===== src/epvid_regs.svh =====
// Timing and field constants for the EPROM verify and identification host.
// Assumes a 10 MHz system clock; included by bare name.
`ifndef EPVID_REGS_SVH
`define EPVID_REGS_SVH

`define EPV_ADDR_W 12
`define EPV_DATA_W 8
`define EPV_CLK_NS 100
// Output delay from chip select low to valid data, in ns (plain default)
`define EPV_TOV_NS 250
// Cycles of stable address and raised line before chip select falls
`define EPV_SETUP_CYC 2
// Latency of the three-stage input synchroniser
`define EPV_SYNC_LAT 3
// Address bit that carries the raised identification voltage
`define EPV_ID_LINE_BIT 9
// Address bit that picks maker byte or device byte
`define EPV_SEL_BIT 0
// Identification readout addresses: maker byte, then device byte
`define EPV_ID_ADDR_MAKER 12'h000
`define EPV_ID_ADDR_DEVICE 12'h001
`define EPV_CNT_W 4

`endif


===== src/epvid_pkg.sv =====
// Types for the EPROM verify and identification host.
// Constants live in epvid_regs.svh.
package epvid_pkg;

    typedef enum logic [3:0] {
        EPVID_IDLE   = 4'h1,
        EPVID_SETUP  = 4'h2,
        EPVID_STROBE = 4'h4,
        EPVID_SAMPLE = 4'h8
    } epvid_state_t;

endpackage


===== src/epvid_ctrl.sv =====
// Host controller that reads the identification bytes and verifies locations
// of a 4k x 8 EPROM through its address, chip select and output enable pins.
// Assumes an external driver turns idModeHv into the raised identification
// voltage on the id mode address line, and that programming is done elsewhere.
// Contract
// - Verify: chip select and enable low
// - Sample only after output delay elapses
// - Raised id line, other addresses low
// - Read id before allowing any programming
`timescale 1ns/1ps
`include "epvid_regs.svh"
module epvid_ctrl #(
    parameter int ADDR_W = `EPV_ADDR_W,
    parameter int TOV_NS = `EPV_TOV_NS
) (
    // Clock and reset
    input wire logic clk,
    input wire logic rstn,
    // Command
    input wire logic cmdValid,
    input wire logic cmdId,
    input wire logic [ADDR_W-1:0] cmdAddr,
    input wire logic [`EPV_DATA_W-1:0] cmdExpect,
    output logic cmdReady,
    // Result
    output logic rspValid,
    output logic [`EPV_DATA_W-1:0] rspData,
    output logic rspMatch,
    output logic rspBlank,
    output logic idValid,
    output logic [`EPV_DATA_W-1:0] idMaker,
    output logic [`EPV_DATA_W-1:0] idDevice,
    // Device pins
    output logic [ADDR_W-1:0] romAddr,
    output logic ceN,
    output logic oeN,
    output logic idModeHv,
    input wire logic [`EPV_DATA_W-1:0] dataOutLines
);
    import epvid_pkg::*;

    localparam int TOV_CYC = (TOV_NS + `EPV_CLK_NS - 1) / `EPV_CLK_NS;
    localparam logic [`EPV_CNT_W-1:0] SETUP_CNT = `EPV_CNT_W'(`EPV_SETUP_CYC - 1);
    localparam logic [`EPV_CNT_W-1:0] WAIT_CNT = `EPV_CNT_W'(TOV_CYC + `EPV_SYNC_LAT - 1);

    epvid_state_t state_r;
    logic [`EPV_CNT_W-1:0] cnt_r;
    logic autoId_r;
    logic isId_r;
    logic idPhase_r;
    logic [`EPV_DATA_W-1:0] expect_r;
    logic cmdReady_r;
    logic rspValid_r;
    logic [`EPV_DATA_W-1:0] rspData_r;
    logic rspMatch_r;
    logic rspBlank_r;
    logic idValid_r;
    logic [`EPV_DATA_W-1:0] idMaker_r;
    logic [`EPV_DATA_W-1:0] idDevice_r;
    logic [ADDR_W-1:0] romAddr_r;
    logic ceN_r;
    logic oeN_r;
    logic idModeHv_r;
    logic [`EPV_DATA_W-1:0] dataSync;
    logic dataStable;
    logic take;
    logic capture;

    function automatic logic [ADDR_W-1:0] idAddr(input logic devByte);
        idAddr = devByte ? ADDR_W'(`EPV_ID_ADDR_DEVICE) : ADDR_W'(`EPV_ID_ADDR_MAKER);
    endfunction

    epvid_sync #(.W(`EPV_DATA_W)) dataSyncU (
        .clk(clk),
        .rstn(rstn),
        .pinIn(dataOutLines),
        .syncOut(dataSync),
        .stable(dataStable)
    );

    assign take = cmdValid && cmdReady_r;
    // data read only with both low
    assign capture = (state_r == EPVID_SAMPLE) && !ceN_r && !oeN_r && dataStable;

    always_ff @(posedge clk or negedge rstn) begin
        if (!rstn) begin
            state_r <= EPVID_IDLE;
            cnt_r <= '0;
            autoId_r <= 1'b1;
            isId_r <= 1'b0;
            idPhase_r <= 1'b0;
            expect_r <= '0;
            cmdReady_r <= 1'b0;
            romAddr_r <= '0;
            ceN_r <= 1'b1;
            oeN_r <= 1'b1;
            idModeHv_r <= 1'b0;
        end else begin
            case (state_r)
                EPVID_IDLE: begin
                    ceN_r <= 1'b1;
                    oeN_r <= 1'b1;
                    cnt_r <= SETUP_CNT;
                    if (autoId_r || (take && cmdId)) begin
                        autoId_r <= 1'b0;
                        isId_r <= 1'b1;
                        idPhase_r <= 1'b0;
                        romAddr_r <= idAddr(1'b0);
                        idModeHv_r <= 1'b1;
                        cmdReady_r <= 1'b0;
                        state_r <= EPVID_SETUP;
                    end else if (take) begin
                        isId_r <= 1'b0;
                        expect_r <= cmdExpect;
                        romAddr_r <= cmdAddr;
                        idModeHv_r <= 1'b0;
                        cmdReady_r <= 1'b0;
                        state_r <= EPVID_SETUP;
                    end else begin
                        idModeHv_r <= 1'b0;
                        cmdReady_r <= idValid_r;
                    end
                end
                EPVID_SETUP: begin
                    if (cnt_r == '0) begin
                        ceN_r <= 1'b0;
                        oeN_r <= 1'b0;
                        cnt_r <= WAIT_CNT;
                        state_r <= EPVID_STROBE;
                    end else begin
                        cnt_r <= cnt_r - 1'b1;
                    end
                end
                EPVID_STROBE: begin
                    if (cnt_r == '0) begin
                        state_r <= EPVID_SAMPLE;
                    end else begin
                        cnt_r <= cnt_r - 1'b1;
                    end
                end
                EPVID_SAMPLE: begin
                    if (capture) begin
                        ceN_r <= 1'b1;
                        oeN_r <= 1'b1;
                        cnt_r <= SETUP_CNT;
                        if (isId_r && !idPhase_r) begin
                            idPhase_r <= 1'b1;
                            romAddr_r <= idAddr(1'b1);
                            state_r <= EPVID_SETUP;
                        end else begin
                            state_r <= EPVID_IDLE;
                        end
                    end
                end
                default: begin
                    state_r <= EPVID_IDLE;
                    ceN_r <= 1'b1;
                    oeN_r <= 1'b1;
                    idModeHv_r <= 1'b0;
                end
            endcase
        end
    end

    // Results and identification store
    always_ff @(posedge clk or negedge rstn) begin
        if (!rstn) begin
            rspValid_r <= 1'b0;
            rspData_r <= '0;
            rspMatch_r <= 1'b0;
            rspBlank_r <= 1'b0;
            idValid_r <= 1'b0;
            idMaker_r <= '0;
            idDevice_r <= '0;
        end else begin
            rspValid_r <= capture && !isId_r;
            if (take && cmdId) begin
                idValid_r <= 1'b0;
            end
            if (capture && isId_r) begin
                if (!idPhase_r) begin
                    idMaker_r <= dataSync;
                end else begin
                    idDevice_r <= dataSync;
                    idValid_r <= 1'b1;
                end
            end
            if (capture && !isId_r) begin
                rspData_r <= dataSync;
                rspMatch_r <= (dataSync == expect_r);
                rspBlank_r <= (dataSync == {`EPV_DATA_W{1'b1}});
            end
        end
    end

    assign cmdReady = cmdReady_r;
    assign rspValid = rspValid_r;
    assign rspData = rspData_r;
    assign rspMatch = rspMatch_r;
    assign rspBlank = rspBlank_r;
    assign idValid = idValid_r;
    assign idMaker = idMaker_r;
    assign idDevice = idDevice_r;
    assign romAddr = romAddr_r;
    assign ceN = ceN_r;
    assign oeN = oeN_r;
    assign idModeHv = idModeHv_r;

    // Cycles spent with chip select low, for the delay check
    logic [7:0] lowCnt_r;
    always_ff @(posedge clk or negedge rstn) begin
        if (!rstn) begin
            lowCnt_r <= '0;
        end else if (ceN_r) begin
            lowCnt_r <= '0;
        end else if (lowCnt_r != 8'hFF) begin
            lowCnt_r <= lowCnt_r + 8'h01;
        end
    end
endmodule


===== src/epvid_sync.sv =====
// Three-flop synchroniser for the EPROM data pins.
// Assumes the pins are asynchronous to clk; stable flags two later stages agreeing.
`timescale 1ns/1ps
module epvid_sync #(
    parameter int W = 8
) (
    // Clock and reset
    input wire logic clk,
    input wire logic rstn,
    // Raw pins and synchronised view
    input wire logic [W-1:0] pinIn,
    output logic [W-1:0] syncOut,
    output logic stable
);

    logic [W-1:0] ff1_r;
    logic [W-1:0] ff2_r;
    logic [W-1:0] ff3_r;
    logic stable_r;

    always_ff @(posedge clk or negedge rstn) begin
        if (!rstn) begin
            ff1_r <= '0;
            ff2_r <= '0;
            ff3_r <= '0;
        end else begin
            ff1_r <= pinIn;
            ff2_r <= ff1_r;
            ff3_r <= ff2_r;
        end
    end

    // Agreement is registered so the flag lines up with syncOut one cycle on
    always_ff @(posedge clk or negedge rstn) begin
        if (!rstn) begin
            stable_r <= 1'b0;
        end else begin
            stable_r <= (ff2_r == ff3_r);
        end
    end

    assign syncOut = ff3_r;
    assign stable = stable_r;

endmodule


===== config.mk =====
export PLATFORM = sky130hd
export DESIGN_NAME = epvid_ctrl
export DESIGN_NICKNAME = d
export VERILOG_FILES = /design/src/epvid_pkg.sv /design/src/epvid_ctrl.sv /design/src/epvid_sync.sv
export VERILOG_INCLUDE_DIRS = /design/src
export SDC_FILE = /design/constraint.sdc
export NUM_CORES = 1
export LEC_CHECK = 0
export BUFFER_PORTS_ARGS = -buffer_cell sky130_fd_sc_hd__buf_2
export CORE_MARGIN = 4
export CORE_UTILIZATION = 58
export CTS_CLUSTER_SIZE = 40
export DETAILED_ROUTE_END_ITERATION = 6
export PLACE_DENSITY = 0.9
export SYNTH_ARGS = -nofsm -noshare
export SYNTH_HDL_FRONTEND = slang
export SYNTH_SLANG_ARGS = --single-unit

===== constraint.sdc =====
create_clock -name clk -period 3.4 [get_ports clk]
set_input_delay 0.34 -clock clk [delete_from_list [all_inputs] [get_ports clk]]
set_output_delay 0.34 -clock clk [all_outputs]
set_load 0.005 [all_outputs]

# [Yosys cells after proc, flatten, opt, wreduce, memory -nomap -nowiden]
# Index checks and enable logic that the tools add are counted.
[word_totals] mem_bits_rw=0 input_bits=32 rom_bits=0 latchBits=0 reg_bits=87 n_memories=0 elab_cells=98 output_inout_bits=44
[op_classes] n_bitwise=3 reduce_logical=27 mul=0 n_addsub=1 mux=32 div=0 eq_ne=14 shifts=0 n_lt_le_gt_ge=0
[op_table] cell="$mux W12" count=4
[op_table] cell="$mux W4" count=8
[op_table] cell="$pmux W4 S4" count=2
[op_table] cell="$pmux W12 S2" count=1
[op_table] cell="$eq A8 B8 Y1" count=2
[op_table] cell="$mux W1" count=13
[op_table] cell="$reduce_and A4 Y1" count=3
[op_table] cell="$ne A2 B2 Y1 const B" count=5
[op_table] cell="$reduce_and A3 Y1" count=3
[op_table] cell="$eq A8 B8 Y1 const B" count=1
[op_table] cell="$logic_and A1 B1 Y1" count=8
[op_table] cell="$reduce_and A2 Y1" count=4
[op_table] cell="$eq A4 B1 Y1 const B" count=1
[op_table] cell="$eq A4 B2 Y1 const B" count=1
[op_table] cell="$eq A4 B3 Y1 const B" count=1
[op_table] cell="$eq A4 B4 Y1 const B" count=1
[op_table] cell="$logic_not A4 Y1" count=1
[op_table] cell="$pmux W1 S2" count=2
[op_table] cell="$reduce_bool A2 Y1" count=2
[op_table] cell="$reduce_bool A4 Y1" count=1
[op_table] cell="$sub A4 B1 Y4 const B" count=1
[op_table] cell="$logic_not A1 Y1" count=3
[op_table] cell="$ne A3 B3 Y1 const B" count=1
[op_table] cell="$not A1 Y1" count=3
[op_table] cell="other kinds (5)" count=5

# [Logic depth before layout (Yosys ltp)]
# Gate-level depths: netlist of the first run.
[depth] word_depth=6 depth_mapped=7 ltp_nobuf=6

# [By module]
# A second synthesis of the first run with hierarchy kept.
[unflattened] cells_unflattened=265 area_unflattened_um2=3498.4
[modules_own_cells] module="epvid_ctrl" instances=1 seq_area_each_um2=1555.2 cells_each=229 area_each_um2=2786.4
[modules_own_cells] module="epvid_sync" instances=1 seq_area_each_um2=625.6 cells_each=36 area_each_um2=711.9

# [Worst setup path after synthesis of the first run]
# OpenSTA, ideal clock, no wires.
[synth_timing] kind="reg2reg" startpoint="reg state_r[0]" endpoint="reg state_r[1]" t_required_ns=3.263 stages_incl_launch_ff=8 path_buffers=3 arrival_ns=1.857 setup_ns=0.137 synth_period_minus_slack_ns=1.994 setup_slack_ns=1.406 path_cell_list="dfstp_2 buf_6 or4b_4 nor2_1 and4b_1 buf_6 buf_6 o21bai_1"
[synth_via] elab_chain_cells=6 word_cells_on_any_way=13 classes_between="8 x eq/ne; 1 x mux; 4 x reduce/logical"
[synth_lines] item="from (decl)" line="epvid_ctrl.sv:46" rtl="epvid_state_t state_r;"
[synth_lines] item="from (signal assigned)" line="epvid_ctrl.sv:87" rtl="state_r <= EPVID_IDLE;"
[synth_lines] item="from (signal assigned)" line="epvid_ctrl.sv:111" rtl="state_r <= EPVID_SETUP;"
[synth_lines] item="from (signal assigned)" line="epvid_ctrl.sv:118" rtl="state_r <= EPVID_SETUP;"
[synth_lines] item="$eq A4 B4 Y1" line="epvid_ctrl.sv:83, epvid_ctrl.sv:99"
[synth_lines] item="$logic_and A1 B1 Y1 (3 in series)" line="epvid_ctrl.sv:83" rtl="assign capture = (state_r == EPVID_SAMPLE) && !ceN_r && !oeN_r && dataStable;"
[synth_lines] item="$ne A2 B2 Y1 (no source line)"
[synth_lines] item="$reduce_and A4 Y1 (no source line)"
# Parallel ways exist; a longest one is shown, timed or not.
# A chain may end at the register's enable or synchronous reset.

# [Worst setup path in the final report of the first run]
# Ends and elaborated chain as after synthesis.

==> run metrics, run 1 <==
initial antenna violation count=0; Cells after Synth=~270; WP data required=3.62 ns; clk buf depth=2; die area=0.00754 mm^2; max_cap viols=0; port buffer count=75; slew margin rel.=0.308; Fin. Hold Viols=0; Vias/cell=around 5.4; DRC Markers=0; Setup WS post-layout=between 1 and 1.5 ns; Clock transition at path regs=0.09 ns; Slew @ Worst Pin=about 1.0 ns; Synth Flop Type=dfrtp_1; Syn Std Cell Area=0.00360 mm^2; register area share after synthesis=0.605; status=finished, final reports clean; Final Util=0.696; # setup viols final=0; DR WL/cell=approximately 17 um; Post-CTS Setup Inserts=0; clock sinks=87; Worst Setup Slack post-DPL=1.23 ns; fin crit period=roughly 2.2 ns; Post-CTS Resized=0; dpl cell area=around 0.0040 mm^2; layout cells sized above 1=0.393; most frequent cells in the layout=dfrtp_1, buf_2, mux2_2, nand2_1, inv_1; Net Count, Synth=just over 300; Synth area leader=dfrtp_1; Hold Crit Class=input pin to register; fin area=between 0.004 and 0.005 mm^2; crit share post-route=0.648; Final nets=378; crit path launch type=register; Root Driver=clkbuf_8; drt total wl=slightly above 7000 um; Syn-to-layout area delta=15.7%; final cell count without fillers=between 400 and 500; share of the synthesized area in the top cell type=0.583; worst vdd ir=0.371 mV; Num CTS Buffers=9; Iter 0 DRT Violations=126; drt first pass iters=4; cts hold-fix bufs=0; Pleak=roughly 2.2 nW; RSZ-0062 raised after global routing=false; clk_lat worst skew=0.35 ns; H-tree levels=3; average size of a mapped cell=around 13 um^2; commonest non-fill, non-tap cell in the layout=dfrtp_1; Worst EP arrival=around 2.4 ns; Core Area=~0.0060 mm^2; endpoint class of the critical path=register; first-pass GRT wire length=about 12000 um; grt total ovfl=0; Post-synth EDFFs=0; gpl congestion=around 0.84; pwr dens=between 400 and 500 mW/mm^2; Starting Density=0.602; Yosys reg bits=87; CP max FO=13; pin count of the biggest net entering global routing=between 80 and 90; ranking of synthesized cells by area=dfrtp_1, mux2_2, xnor2_1; Site Rows=28; CTS tree=built; Routed Antenna Nets=0; Inst Count DP=408; Ports=76; setup_tns=0 ns; Clock Skew=between 0.007 and 0.008 ns; Ys Warns=0; die height=a little under 90 um; dpl hpwl=5090 um; GRT Util Overall=0.211; vias in the first global route=~2400; Slew Limit Fails=0; DR vias=between 2000 and 2500; Fmax=approximately 0.45 GHz; ys async rst share=1.00; ant diodes=0; Yosys cell types=between 40 and 50; die width=between 80 and 90 um; crit path kind=register to register
-- cell families after synthesis --
family,Yosys count,share of synthesized area
and+or+nand+nor,61,0.101
DFF,87,0.605
xor gates and xnor gates,18,0.0437
muxes,48,0.155
AOI/OAI and AO/OA,23,0.0444
buffers and inverters,29,0.0437
adders and majority gates,2,0.00694
-- layout make-up --
cell class	count	area, um^2
sequential	87	2180
fill	417	1820
tap	75	93.8
timing repair buffer	75	378
inverter	19	71.3
clock inverter	6	43.8
multi-input combinational	152	1260
clock buffer	10	138
-- cells in the mapped netlist (2+ instances only) --
master / count
a21oi_1: 4
nand3b_1: 2
nor2_1: 9
mux2_4: 9
a21o_1: 2
clkbuf_1: 2
mux2_2: 25
xnor2_1: 17
inv_1: 19
dfstp_2: 3
buf_4: 3
dfrtp_1: 84
mux2i_1: 14
buf_6: 5
o21ai_1: 2
nand2b_1: 3
o21ai_0: 2
nand4_1: 7
o22ai_1: 2
ha_1: 2
nand3_1: 2
nand2_1: 23
o31ai_1: 2
-- path summary, 6_finish.rpt --
path	depth (start not counted)	slack (ns)	from	to
max in group asynchronous	1	2.57	rstn	cnt_r[1]
min in group asynchronous	1	0.17	rstn	dataSyncU.ff2_r[4]
hold reg to reg	0	0.35	dataSyncU.ff1_r[1]	dataSyncU.ff2_r[1]
setup reg to reg	4	1.20	state_r[0]	state_r[1]
setup / recovery	4	1.20	state_r[0]	state_r[1]
hold / removal	1	0.08	dataOutLines[7]	dataSyncU.ff1_r[7]
-- sequential cells by signal (all words and copies together), names as in the netlist, 4 cells and up --
register / cells
romAddr: 12
dataSyncU.ff1_r: 8
dataSyncU.ff2_r: 8
dataSyncU.syncOut: 8
expect_r: 8
idDevice: 8
idMaker: 8
rspData: 8
cnt_r: 4
state_r: 4
-- report_power, final --
part           switching (W)  total [W]  internal, W  leakage, nW
Clock               0.000373   0.000661     0.000288       0.0926
Sequential         0.0000156    0.00106      0.00105         1.07
Combinational      0.0000310  0.0000555    0.0000245        0.992
Total               0.000419    0.00178      0.00136         2.16
-- through the flow --
stage | hold WS [ns] | power [W]
floorplan | 0.0444 | 0.00110
global placement | 0.331 | 0.00114
detailed placement | 0.336 | 0.00114
CTS | 0.0738 | 0.00179
global route | 0.0580 | 0.00185
finish | 0.0848 | 0.00178
-- layer usage --
layer	routed length (um)	GRT usage
met1	2990	0.267
met2	3640	0.338
met3	266	0.0494
met4	268	0.106
met5	0	0
-- worst max-delay path, cell delays in order (launching register included) --
cell      delay, ns
dfstp_2        0.63
or4b_4         0.54
nor2_1         0.18
and4b_1        0.46
o21bai_1       0.27
(Power assumes the default switching activity.)
==> run 2, diff against run 1 <==
--- a/config.mk
+++ b/config.mk
@@ -8,10 +8,10 @@
 export LEC_CHECK = 0
 export BUFFER_PORTS_ARGS = -buffer_cell sky130_fd_sc_hd__buf_2
 export CORE_MARGIN = 4
-export CORE_UTILIZATION = 58
+export CORE_UTILIZATION = 49
 export CTS_CLUSTER_SIZE = 40
 export DETAILED_ROUTE_END_ITERATION = 6
-export PLACE_DENSITY = 0.9
+export PLACE_DENSITY = 0.82
 export SYNTH_ARGS = -nofsm -noshare
 export SYNTH_HDL_FRONTEND = slang
 export SYNTH_SLANG_ARGS = --single-unit
==> constraint.sdc (replaced) <==
create_clock -name clk -period 1.85 [get_ports clk]
set_input_delay 0.185 -clock clk [delete_from_list [all_inputs] [get_ports clk]]
set_output_delay 0.185 -clock clk [all_outputs]
set_load 0.005 [all_outputs]
==> run 2 against run 1 <==
The flow now finishes with violations (setup timing). Clock skew up 0.0022 ns. Sequential share of layout area down 5.6 points. Clock power up 120%. Clock-buffer cell count down 1. Worst hold slack worse by 0.018 ns. Flip-flop and latch count unchanged. Register-to-register slack worse by 1.3 ns. First-iteration DRC count down 21%. Non-clock buffer count up 33. Sequential power up 85%. Critical path type unchanged. Largest cell class unchanged.
==> run metrics, run 2 (synthesis gave the netlist of run 1 again) <==
clock sinks=87 (unchanged); Core Area=0.00698 mm^2 (was 0.00599 mm^2); endpoint class of the critical path=register (unchanged); grt total ovfl=0 (unchanged); Iter 0 DRT Violations=99 (was 126); H-tree levels=3 (unchanged); max reg flops=12 (unchanged); drt total wl=7930 um (was 7170 um); Hold Crit Class=input pin to register (unchanged); dpl hpwl=5290 um (was 5090 um); CP max FO=12 (was 13); dpl cell area=0.00424 mm^2 (was 0.00399 mm^2); RR Startpoint=state_r[0] (unchanged); Num CTS Buffers=9 (unchanged); drt first pass iters=4 (unchanged); # setup viols final=30 (was 0); DRC Markers=0 (unchanged); Setup WS post-layout=-0.0766 ns (was 1.20 ns); worst setup path start=state_r[0] (unchanged); pwr dens=763 mW/mm^2 (was 427 mW/mm^2); failing checks=setup timing; fin area=0.00468 mm^2 (was 0.00417 mm^2); Fin. Hold Viols=0 (unchanged); port buffer count=75 (unchanged); fin crit period=1.93 ns (was 2.20 ns); RSZ-0062 raised after global routing=true (was false); CTS tree=built (unchanged); vias in the first global route=2582 (was 2385); hold_sp=cmdAddr[8] (was dataOutLines[7]); Vias/cell=5.11 (was 5.38); Clock Skew=0.0102 ns (was 0.00798 ns); crit path launch type=register (unchanged); die width=93.8 um (was 86.8 um); die height=93.8 um (was 86.8 um); status=finished, violations left (was finished, final reports clean); Min Hold Slack=0.0669 ns (was 0.0848 ns); Fill cells=529 (was 417); most frequent cells in the layout=dfrtp_1, buf_2, mux2_4, nand2_1 (was dfrtp_1, buf_2, mux2_2, nand2_1, inv_1); initial antenna violation count=0 (unchanged); Worst EP arrival=2.16 ns (was 2.43 ns); Starting Density=0.516 (was 0.602); GRT Util Overall=0.183 (was 0.211); Site Rows=30 (was 28); CP max-delay cell=dfstp_2 (unchanged); clk buf depth=2 (unchanged); Clock transition at path regs=0.09 ns (about the same); worst vdd ir=0.540 mV (was 0.371 mV); DR WL/cell=16.6 um (was 16.9 um); layout cells sized above 1=0.441 (was 0.393); DR vias=2446 (was 2283); WP data required=2.09 ns (was 3.62 ns); clk_lat worst skew=0.35 ns (about the same); Syn-to-layout area delta=29.9% (was 15.7%); Slew @ Worst Pin=0.719 ns (was 1.04 ns); crit path kind=register to register (unchanged); Root Driver=clkbuf_8 (unchanged); commonest non-fill, non-tap cell in the layout=dfrtp_1 (unchanged); Routed Antenna Nets=0 (unchanged); ant diodes=0 (unchanged); kind of cell adding the most delay to the critical path=simple AND/OR/NAND/NOR gates (unchanged); Buf/Inv on CP=1 (was 0); Tot Pwr=0.00357 W (was 0.00178 W); Reg2Reg Setup Slack=-0.08 ns (was 1.20 ns); slew margin rel.=0.519 (was 0.308); CP peak stage delay=0.61 ns (was 0.63 ns); Pleak=2.37 nW (was 2.16 nW); Final nets=412 (was 378); max_cap viols=0 (unchanged); Ports=76 (unchanged); first-pass GRT wire length=12400 um (was 11900 um); Fmax=0.519 GHz (was 0.454 GHz); gpl congestion=0.825 (was 0.843); die area=0.00879 mm^2 (was 0.00754 mm^2); crit share post-route=1.04 (was 0.648); Slew Limit Fails=0 (unchanged); pin count of the biggest net entering global routing=39 (was 88); critical path cell sequence=or4b_4 > nor2_4 > and4b_2 > buf_12 > mux2i_2 (was or4b_4 > nor2_1 > and4b_1 > o21bai_1)
[run 2: changes by cell type in the layout (fill, tap and decap cells not counted), sizes merged]
| cell | before | now |
|---|---|---|
| buf | 75 | 98 |
| dlygate4sd3 | 0 | 9 |
| clkinv | 4 | 1 |
| bufinv | 0 | 2 |
| inv | 20 | 22 |
| or3 | 1 | 2 |
[run 2: path summary, 6_finish.rpt]
path	endpoint	cells past startpoint
max	romAddr[1]	5
min	romAddr[8]	3
max reg2reg	romAddr[1]	5
min reg2reg	dataSyncU.ff2_r[0]	0
max in group asynchronous	oeN	3
min in group asynchronous	dataSyncU.ff1_r[6]	2
[run 2: metrics by stage]
| stage | std cells | TNS, ns | worst slack (ns) | utilization |
|---|---|---|---|---|
| after floorplan | 268 | -1.64 | -0.109 | - |
| after global placement | 450 | 0 | 0.00544 | 0.607 |
| after detailed placement | 450 | -0.136 | -0.0244 | 0.607 |
| after CTS | 475 | -0.310 | -0.0382 | 0.656 |
| after global routing | 479 | -2.52 | -0.109 | 0.670 |
| final | 479 | -1.04 | -0.0766 | 0.670 |
[run 2: routing by layer]
metal	track usage	wire length [um]	vias up	part of all wire
li1	-	-	1140	-
met1	0.230	3280	1212	0.41
met2	0.298	4080	73	0.51
met3	0.0417	365	21	0.046
met4	0.0927	206	0	0.026
met5	0	0	-	0
[run 2: worst register-to-register path, stage by stage, from the launching register on]
cell     delay (ns)
dfstp_2        0.61
or4b_4         0.54
nor2_4         0.11
and4b_2        0.26
buf_12         0.16
mux2i_2        0.15
[run 2: cell type report]
cell class                      instances  area (um^2)  area share
Multi-Input combinational cell        153         1360       0.290
Tap cell                               96          120      0.0257
Timing Repair Buffer                  108          719       0.154
Clock buffer                            9          124      0.0265
Clock inverter                          7          101      0.0217
Inverter                               19         71.3      0.0152
Sequential cell                        87         2180       0.467
[run 2: power breakdown]
group	total, W	leakage, nW	internal [W]	switching (W)
sequential	0.00196	1.07	0.00193	0.0000314
combinational	0.000127	1.19	0.0000638	0.0000631
clock	0.00148	0.112	0.000777	0.000706
[run 2: what timing repair did]
item | CTS | global route
endpoints found under the setup margin | 27 | 39
hold buffers | 9 | 0
buffers inserted | 0 | 3
resized for setup | 8 | 16
pin swaps | 0 | 3
endpoints found under the hold margin | 42 | 0
cloned | 0 | 2
